$ cat src/icr_defs.vh
// Constants for the interrupt control register block: offsets, bit
// positions, reset values.
// Assumes it is included by its bare name from the design file.
`ifndef ICR_DEFS_VH
`define ICR_DEFS_VH

// Register offsets on the plain register port
`define ICR_ADDR_W          4
`define ICR_OFS_CONTROL     4'h0
`define ICR_OFS_EVT_STATUS  4'h1
`define ICR_OFS_EVT_MASK    4'h2
`define ICR_OFS_LIVE        4'h3

// Field positions inside interrupt_control
`define ICR_BIT_GLOBAL_EN   7
`define ICR_BIT_PERIPH_EN   6
`define ICR_BIT_T0_EN       5
`define ICR_BIT_EXT_EN      4
`define ICR_BIT_PORT_EN     3
`define ICR_BIT_T0_FLAG     2
`define ICR_BIT_EXT_FLAG    1
`define ICR_BIT_PORT_FLAG   0

// Field positions inside the event status and mask registers
`define ICR_EVT_T0          0
`define ICR_EVT_EXT         1
`define ICR_EVT_PORT        2
`define ICR_EVT_REARM       3
`define ICR_EVT_W           4

// Field positions inside the live state register
`define ICR_LIVE_CORE_REQ   0
`define ICR_LIVE_EXT_PIN    1
`define ICR_LIVE_PINS_LO    4

// Reset values
`define ICR_CONTROL_RST     8'h00
`define ICR_EVT_STATUS_RST  4'h0
`define ICR_EVT_MASK_RST    4'h0
`define ICR_PINS_RST        4'h0

`endif

$ cat src/icr_interrupt_control.v
// Interrupt control register with global and peripheral-group enables,
// three enable/flag pairs, event status/mask and a combined core request.
// Assumes event inputs synchronous to mclk and a single-cycle register port.
`timescale 1ns/1ps
`include "icr_defs.vh"

// How it works
// Global enable gates every request towards the core
// Peripheral enable gates peripheral group requests
// Timer overflow requests only while enabled
// External pin requests only while enabled
// Port change requests only while enabled
// Timer overflow sets sticky flag; software clears
// External pin edge sets sticky flag; software clears
// Upper port pin change sets flag
// Return instruction may re-set global enable
// Core request from enabled flags or peripherals
module icr_interrupt_control #(
    parameter ADDR_W = `ICR_ADDR_W
) (
    input  wire              mclk,
    input  wire              reset,
    input  wire [ADDR_W-1:0] reg_addr,
    input  wire [7:0]        reg_wdata,
    input  wire              reg_wr,
    input  wire              reg_rd,
    output reg  [7:0]        reg_rdata,
    input  wire              timer_zero_ovf,
    input  wire              ext_irq_pin,
    input  wire [3:0]        port_b_upper_pins,
    input  wire              periph_irq_pending,
    input  wire              irq_taken,
    input  wire              return_from_irq_instr,
    output reg               core_irq_req,
    output reg               irq
);

    // Register map seen from software
    //   Offset 0: control word, one byte
    //     bit 7  global enable, gates every request towards the core
    //     bit 6  peripheral group enable
    //     bit 5  timer overflow enable
    //     bit 4  external pin enable
    //     bit 3  port change enable
    //     bit 2  timer overflow flag
    //     bit 1  external pin flag
    //     bit 0  port change flag
    //   Offset 1: event status, sticky, cleared by a read
    //     bit 0  timer overflow seen
    //     bit 1  external pin rising edge seen
    //     bit 2  upper port pin change seen
    //     bit 3  global enable re-armed by a return while it was low
    //   Offset 2: event mask, same layout as the status
    //   Offset 3: live view, read only
    //     bit 0  request towards the core
    //     bit 1  external pin level
    //     bits 7:4  upper port pin levels
    //   Other offsets read zero and ignore writes
    //
    // Timing, counted in mclk edges
    //   Event sampled at edge E sets its flag at E
    //   A read strobed at E+1 already shows the flag
    //   Request towards the core rises after E+1
    //   Side interrupt output rises after E when unmasked
    //   Core acceptance at edge T drops global enable at T
    //   Request falls one edge later
    //
    // Priorities on the global enable
    //   Return from the handler first
    //   Then the core taking a request
    //   Then a software write
    // Software may lose a clear of global enable to a return;
    // the re-arm status bit misses that case, as global enable was still high.
    //
    // Flags
    //   Hardware set beats a software write in the same cycle,
    //   so no event is ever lost to a racing clear.
    //   Software may also write a flag to one, which is handy
    //   for testing the request path without real events.
    //
    // Limits
    //   External pin edge polarity is fixed to rising.
    //   Port change compares against the previous cycle only,
    //   so a pin that toggles every cycle sets the flag each cycle.
    //   Inputs are taken as already synchronous to mclk.

    // Reset image of the control word; only the global enable field is taken from it
    localparam [7:0] CONTROL_RST = `ICR_CONTROL_RST;

    // Interrupt control fields
    reg        global_irq_enable;
    reg        peripheral_irq_enable;
    reg        timer_zero_ovf_enable;
    reg        ext_pin_irq_enable;
    reg        port_change_irq_enable;
    reg        timer_zero_ovf_flag;
    reg        ext_pin_irq_flag;
    reg        port_change_irq_flag;

    // Event status, mask and edge history
    reg  [3:0] evt_status;
    reg  [3:0] evt_mask;
    reg        ext_pin_prev;
    reg  [3:0] pins_prev;
    reg        pins_valid;

    // Decode and next values
    wire       sel_control;
    wire       sel_status;
    wire       sel_mask;
    wire       sel_live;
    wire       wr_control;
    wire       rd_status;
    wire       ext_edge;
    wire       port_change;
    wire       rearm;
    wire [7:0] control_view;
    wire [3:0] evt_set;
    reg  [3:0] next_evt_status;
    reg  [7:0] next_rdata;
    wire       next_core_irq_req;
    wire       next_irq;

    // Sticky flag update: hardware set beats a software clear in the same cycle
    function flag_next;
        input cur;
        input hw_set;
        input sw_wr;
        input sw_val;
        begin
            if (hw_set) begin
                flag_next = 1'b1;
            end else if (sw_wr) begin
                flag_next = sw_val;
            end else begin
                flag_next = cur;
            end
        end
    endfunction

    // Address decode
    function addr_hit;
        input [ADDR_W-1:0] a;
        input [ADDR_W-1:0] ofs;
        begin
            addr_hit = (a == ofs);
        end
    endfunction

    assign sel_control = addr_hit(reg_addr, `ICR_OFS_CONTROL);
    assign sel_status  = addr_hit(reg_addr, `ICR_OFS_EVT_STATUS);
    assign sel_mask    = addr_hit(reg_addr, `ICR_OFS_EVT_MASK);
    assign sel_live    = addr_hit(reg_addr, `ICR_OFS_LIVE);
    assign wr_control  = reg_wr & sel_control;
    assign rd_status   = reg_rd & sel_status;

    // Rising edge on the external pin; edge polarity choice is not offered
    assign ext_edge = ext_irq_pin & ~ext_pin_prev;

    // Any upper port pin differing from last cycle; first cycle ignored
    assign port_change = pins_valid & (port_b_upper_pins != pins_prev);

    // Return re-arms global enable, even if software just cleared it
    assign rearm = return_from_irq_instr & ~global_irq_enable;

    // Assembled view of the control register
    assign control_view = {global_irq_enable,
                           peripheral_irq_enable,
                           timer_zero_ovf_enable,
                           ext_pin_irq_enable,
                           port_change_irq_enable,
                           timer_zero_ovf_flag,
                           ext_pin_irq_flag,
                           port_change_irq_flag};

    // Edge and pin history
    always @(posedge mclk) begin
        if (reset) begin
            ext_pin_prev <= 1'b0;
            pins_prev    <= `ICR_PINS_RST;
            pins_valid   <= 1'b0;
        end else begin
            ext_pin_prev <= ext_irq_pin;
            pins_prev    <= port_b_upper_pins;
            pins_valid   <= 1'b1;
        end
    end

    // Enable fields; the core clears global enable when it takes a request
    always @(posedge mclk) begin
        if (reset) begin
            global_irq_enable      <= CONTROL_RST[`ICR_BIT_GLOBAL_EN];
            peripheral_irq_enable  <= 1'b0;
            timer_zero_ovf_enable  <= 1'b0;
            ext_pin_irq_enable     <= 1'b0;
            port_change_irq_enable <= 1'b0;
        end else begin
            if (return_from_irq_instr) begin
                global_irq_enable <= 1'b1;
            end else if (irq_taken) begin
                global_irq_enable <= 1'b0;
            end else if (wr_control) begin
                global_irq_enable <= reg_wdata[`ICR_BIT_GLOBAL_EN];
            end
            if (wr_control) begin
                peripheral_irq_enable  <= reg_wdata[`ICR_BIT_PERIPH_EN];
                timer_zero_ovf_enable  <= reg_wdata[`ICR_BIT_T0_EN];
                ext_pin_irq_enable     <= reg_wdata[`ICR_BIT_EXT_EN];
                port_change_irq_enable <= reg_wdata[`ICR_BIT_PORT_EN];
            end
        end
    end

    // Flags set by hardware, written by software
    always @(posedge mclk) begin
        if (reset) begin
            timer_zero_ovf_flag  <= 1'b0;
            ext_pin_irq_flag     <= 1'b0;
            port_change_irq_flag <= 1'b0;
        end else begin
            timer_zero_ovf_flag  <= flag_next(timer_zero_ovf_flag, timer_zero_ovf,
                                              wr_control,
                                              reg_wdata[`ICR_BIT_T0_FLAG]);
            ext_pin_irq_flag     <= flag_next(ext_pin_irq_flag, ext_edge,
                                              wr_control,
                                              reg_wdata[`ICR_BIT_EXT_FLAG]);
            port_change_irq_flag <= flag_next(port_change_irq_flag, port_change,
                                              wr_control,
                                              reg_wdata[`ICR_BIT_PORT_FLAG]);
        end
    end

    // Request path towards the core
    //   Each source needs its flag and its own enable.
    //   The peripheral group needs its enable and a pending input.
    //   All of it is then gated by the global enable.
    // Registered, so the core sees a clean level with one cycle of lag.
    // Trade-off: that lag lets a request stand one cycle after the
    // core has accepted it, which the core must tolerate.
    // The peripheral group is gated globally too, so one clear of the
    // global enable silences every source of core_irq_req, but not the side irq output.
    //
    // Side interrupt output
    //   Status bits collect events regardless of the enables.
    //   The mask selects which of them raise the level output.
    //   A status read clears all bits, except events landing
    //   in that same cycle, which survive.
    //   The output follows next status, so an unmasked event
    //   shows after the edge that samples it.
    //
    // Read port
    //   Data are registered and stand only in the cycle after the
    //   strobe; every other cycle reads zero, so a stale value can
    //   never be mistaken for a fresh read.
    //   Address decode is a single compare per register.
    //
    // Combined request towards the core
    assign next_core_irq_req = global_irq_enable &
                               ((timer_zero_ovf_flag  & timer_zero_ovf_enable) |
                                (ext_pin_irq_flag     & ext_pin_irq_enable) |
                                (port_change_irq_flag & port_change_irq_enable) |
                                (peripheral_irq_enable & periph_irq_pending));

    // Sticky events for the side interrupt output
    assign evt_set = {rearm, port_change, ext_edge, timer_zero_ovf};

    // Read clears status, but a new event in that cycle survives
    always @* begin
        next_evt_status = evt_status;
        if (rd_status) begin
            next_evt_status = 4'h0;
        end
        next_evt_status = next_evt_status | evt_set;
    end

    assign next_irq = |(next_evt_status & evt_mask);

    // Status and mask registers
    always @(posedge mclk) begin
        if (reset) begin
            evt_status <= `ICR_EVT_STATUS_RST;
            evt_mask   <= `ICR_EVT_MASK_RST;
        end else begin
            evt_status <= next_evt_status;
            if (reg_wr & sel_mask) begin
                evt_mask <= reg_wdata[3:0];
            end
        end
    end

    // Read data mux; unmapped offsets read as zero
    always @* begin
        next_rdata = 8'h00;
        if (sel_control) begin
            next_rdata = control_view;
        end else if (sel_status) begin
            next_rdata = {4'h0, evt_status};
        end else if (sel_mask) begin
            next_rdata = {4'h0, evt_mask};
        end else if (sel_live) begin
            next_rdata = {port_b_upper_pins, 2'b00, ext_irq_pin, core_irq_req};
        end
    end

    // Registered outputs; read data valid only the cycle after the strobe
    always @(posedge mclk) begin
        if (reset) begin
            reg_rdata    <= 8'h00;
            core_irq_req <= 1'b0;
            irq          <= 1'b0;
        end else begin
            reg_rdata    <= reg_rd ? next_rdata : 8'h00;
            core_irq_req <= next_core_irq_req;
            irq          <= next_irq;
        end
    end

endmodule

$ cat config.mk
export PLATFORM = sky130hd
export DESIGN_NAME = icr_interrupt_control
export DESIGN_NICKNAME = d
export VERILOG_FILES = /design/src/icr_interrupt_control.v
export VERILOG_INCLUDE_DIRS = /design/src
export SDC_FILE = /design/constraint.sdc
export NUM_CORES = 1
export LEC_CHECK = 0
export BUFFER_PORTS_ARGS = -buffer_cell sky130_fd_sc_hd__buf_2
export CAP_MARGIN = 40
export CORE_UTILIZATION = 30
export CTS_CLUSTER_SIZE = 20
export DETAILED_ROUTE_END_ITERATION = 6
export PLACE_DENSITY = 0.56
export SLEW_MARGIN = 15
export SYNTH_ARGS = -nofsm -noshare
export SYNTH_HDL_FRONTEND = slang
export SYNTH_SLANG_ARGS = --single-unit
$ cat constraint.sdc
create_clock -name mclk -period 2.9 [get_ports mclk]
set_clock_uncertainty 0.15 [all_clocks]
set_input_delay 0.435 -clock mclk [delete_from_list [all_inputs] [get_ports mclk]]
set_output_delay 0.435 -clock mclk [all_outputs]
set_load 0.05 [all_outputs]
# Word level (Yosys, flattened, before mapping)
# Index checks and enable logic that the tools add are counted.
[totals]
register_bits = 32
inputBits = 25
[classes]
eq_ne = 4
muxes = 15
bitwise_logic = 19
n_reduce_logical = 7
[op_table]
columns = ["operator", "n"]
rows = [
  ["$mux 8", 4],
  ["$and 1x1->1", 11],
  ["$mux 1", 10],
  ["$eq 4x2->1 const B", 2],
  ["$reduce_bool 2->1", 3],
  ["$and 4x4->4", 1],
  ["$eq 4x1->1 const B", 1],
  ["$logic_not 4->1", 1],
  ["$mux 4", 1],
  ["$ne 4x4->1", 1],
  ["$or 4x4->4", 1],
  ["$reduce_or 4->1", 1],
  ["$not 1->1", 3],
  ["$or 1x1->1", 3],
  ["$reduce_bool 3->1", 1],
  ["$reduce_or 2->1", 1],
]

# Logic depth before layout (Yosys ltp)
[depth]
ltp_word = 6
mapped_depth = 5
mapped_depth_nobuf = 4

# Least setup slack after synthesis
# No wires, ideal clock.
[synth_path]
path_kind = "input -> register"
startpoint = "input port reg_addr[0]"
endpoint = "register port_change_irq_flag"
setup_time_ps = 115
t_arrival_ps = 1288
path_slack_ps = 1348
stages = 4
cell_sequence = "nor2_2 > nand2_4 > mux2_4 > o21a_1"
[synth_between]
elab_chain_len = 3
[synth_rtl]
columns = ["element", "line_no", "text"]
rows = [
  ["from (decl)", "icr_interrupt_control.v:23", "input wire [ADDR_W-1:0] reg_addr,"],
  ["$logic_not 4->1", "icr_interrupt_control.v:146", "addr_hit = (a == ofs);"],
  ["$and 1x1->1", "icr_interrupt_control.v:154", "assign wr_control = reg_wr & sel_control;"],
  ["$reduce_bool 2->1 (no line)", "--", ""],
  ["to (signal assigned)", "icr_interrupt_control.v:227", "port_change_irq_flag <= flag_next(port_change_irq_flag, port_change,"],
  ["to (decl)", "icr_interrupt_control.v:98", "reg port_change_irq_flag;"],
]
# No other way between the ends.
# A chain may end at the register's enable or synchronous reset.

# Final worst setup path
# Ends and elaborated chain as after synthesis.

==> reports/qor.csv <==
stage,metric,value,unit
outcome,status,finished clean,
timing,Worst slew margin,0.719,
power_and_ir_drop,Max VDD drop,250,uV
global_routing,initial antenna violation count,0,
logic_synthesis,Syn Inst Count,133,
drt,DR vias,1108,
clocking,CTS buffer count,5,
logic_synthesis,Post-synth EDFFs,0,
setup_path,Buf/Inv on CP,1,
timing,final setup TNS,0,ns
clocking,CTS tree,yes,
logic_synthesis,post-synth top area share,0.490,
layout,final net count,194,
clocking,post-CTS resize count,0,
global_routing,grt ovf,0,
layout,fillers,423,
timing,final setup violating endpoints,0,
placement,gpl congestion,0.814,
floorplan,chip height,68.0,um
drt,wire per inst,14.1,um
timing,RSZ-0062 raised after global routing,no,
drt,DR vias/cell,5.04,
setup_path,endpoint class of the critical path,flip-flop,
power_and_ir_drop,Pleak,0.775,nW
logic_synthesis,Synth top cells by count,"dfxtp_1 (32), nor2_1 (16), a21oi_1 (11)",
setup_path,worst-path cell chain,buf_2 -> nor2_2 -> nand2_4 -> mux2_4 -> o21a_1,
global_routing,first-pass GRT wire length,5040,um
logic_synthesis,post-synthesis cell type count,32,
logic_synthesis,Post-synth ARST share,0,
timing,Final Hold Fails,0,
setup_path,"delay-heaviest family, CP",simple AND/OR/NAND/NOR gates,
setup_path,element type at the critical path start,primary input,
logic_synthesis,"flops & latches, synth",32,
setup_path,Crit Path Category,primary input to flip-flop,
timing,fin. max-slew vios,0,
min_path,Tightest Hold Check Type,primary input to flip-flop,
clocking,CTS Sinks,32,
logic_synthesis,Area contributors post-synth,"dfxtp_1 (49%), mux2i_1 (7.7%), nor2_1 (4.6%)",
clocking,Post-CTS Hold Fix Bufs,0,
layout,ant diodes,0,
placement,number of buffers added on ports,34,
logic_synthesis,Post-Syn Area,1310,sq um
floorplan,Initial Util,0.320,
setup_path,CP peak stage delay,0.32,ns
clocking,clk slew on worst S/H paths,0.06,ns
clocking,clock latency on the worst-skew pair,0.28,ns
layout,Layout area overhead,23.2,%
drt,Post-DRT Antenna Nets,0,
logic_synthesis,most numerous cell in the Yosys netlist,dfxtp_1,
setup_path,Worst Path Arrival,1.58,ns
placement,detailed placement HPWL,2370,um
drt,residual DRC count,0,
global_routing,largest net degree at the start of global routing,20,
logic_synthesis,Synthesized Nets,158,
clocking,Max clock buf depth,2,
drt,routed wire length,3100,um
logic_synthesis,register area share after synthesis,0.490,
timing,Slew @ Worst Pin,0.420,ns
logic_synthesis,Ys Warns,0,
floorplan,core area,4090,sq um
floorplan,Chip Width,68.0,um
global_routing,number of global-route vias before repair,1084,
setup_path,crit path max fanout,11,
power_and_ir_drop,pwr dens,557,nW/um^2
drt,initial detailed-routing violation count,41,
logic_synthesis,Post-Synthesis Mean Instance Area,9.82,sq um
logic_synthesis,Synth area leader,dfxtp_1,
setup_path,slowest library cell on the worst path,nor2_2,
layout,Final Cell Area,1610,sq um
clocking,H-tree levels,2,
floorplan,Ports,35,
setup_path,Critical Path RT,2.93,ns
floorplan,num rows,23,
timing,final worst-path cycle share,0.535,
layout,layout cells sized above 1,0.282,
floorplan,die area,4620,sq um
global_routing,Global Route Usage Sum,0.153,
drt,TritonRoute pass-1 iters,4,
clocking,clk root buf,clkbuf_8,
layout,Final Util,0.394,
logic_synthesis,Synth Flop Type,dfxtp_1,
timing,Tmin final,1.55,ns
clocking,Post-CTS Setup Inserts,0,
timing,fmax,0.644,GHz
placement,Placed Area,1520,sq um
run,max-cap violations,0,
-- sequential cells by signal, summed over array words and instances (netlist names), 4 cells and up --
| signal | flops |
|---|---|
| reg_rdata | 8 |
| evt_mask | 4 |
| evt_status | 4 |
| pins_prev | 4 |
-- placed cells by master (no fill, tap or decap), drive strengths merged --
cell type / count
xor2: 4
nand3: 6
nand2b: 1
nand4: 1
o21a: 2
nor3b: 2
o211ai: 2
mux2i: 10
nor2: 17
a21boi: 2
o41a: 1
o211a: 1
a21bo: 1
buf: 34
mux4: 2
mux2: 1
clkbuf: 8
inv: 5
o2111ai: 1
nand2: 9
nor2b: 8
a21oi: 11
a311oi: 1
and3: 3
a22oi: 2
nor3: 2
nand3b: 1
dfxtp: 32
-- worst register-to-register path, cell delays in order, from the launching register on --
cell,delay [ns]
dfxtp_1,0.31
xor2_1,0.15
o41a_1,0.48
o211ai_1,0.20
nand4_1,0.11
-- power breakdown --
part           switching [mW]  total (mW)  leakage (nW)  internal (mW)
clock                   0.149       0.342        0.0455          0.193
combinational          0.0494      0.0891         0.467         0.0398
sequential            0.00997       0.466         0.262          0.456
total                   0.208       0.897         0.775          0.689
-- path summary, 6_finish.rpt --
kind / start / to / slack [ns] / cells past startpoint
max: reg_addr[0] / port_change_irq_flag / 1.35 / 5
min: return_from_irq_instr / global_irq_enable / 0.23 / 2
max reg2reg: pins_prev[3] / irq / 1.39 / 4
min reg2reg: global_irq_enable / core_irq_req / 0.36 / 1
-- metal layers --
metal / vias to the layer above / wire (um) / track usage
met5: - / 0 / 0
met4: 0 / 57 / 0.0911
met3: 7 / 256 / 0.0517
met2: 42 / 1560 / 0.237
met1: 523 / 1220 / 0.182
li1: 536 / - / -
-- final cells by class --
type                    instances  area (sq um)  share of cell area
clock buffers                   8          90.1              0.0560
inverters                       5          18.8              0.0117
multi-input cells              91           627               0.390
well taps                      50          62.6              0.0389
repair buffers                 34           170               0.106
flip-flops and latches         32           641               0.398
-- metrics by stage --
step                hold WS [ns]  setup slack (ns)  cells  total power [mW]
floorplan                  0.299              1.35    133             0.529
global placement           0.353              1.08    212             0.562
detailed placement         0.350              1.05    212             0.564
CTS                        0.224              1.35    220             0.909
global route               0.234              1.28    220             0.938
finish                     0.229              1.35    220             0.897
-- cell families (layout without fill, tap and decap cells) --
| family | Yosys count | after routing | share of synthesized area |
|---|---|---|---|
| AND/OR/NAND/NOR | 50 | 50 | 0.205 |
| multiplexers | 13 | 13 | 0.123 |
| AO/OA/AOI/OAI | 24 | 24 | 0.125 |
| flip-flops | 32 | 32 | 0.490 |
| buffers and inverters | 10 | 47 | 0.0297 |
| XOR/XNOR | 4 | 4 | 0.0268 |
Note: power is estimated with default switching activity, not from simulation.
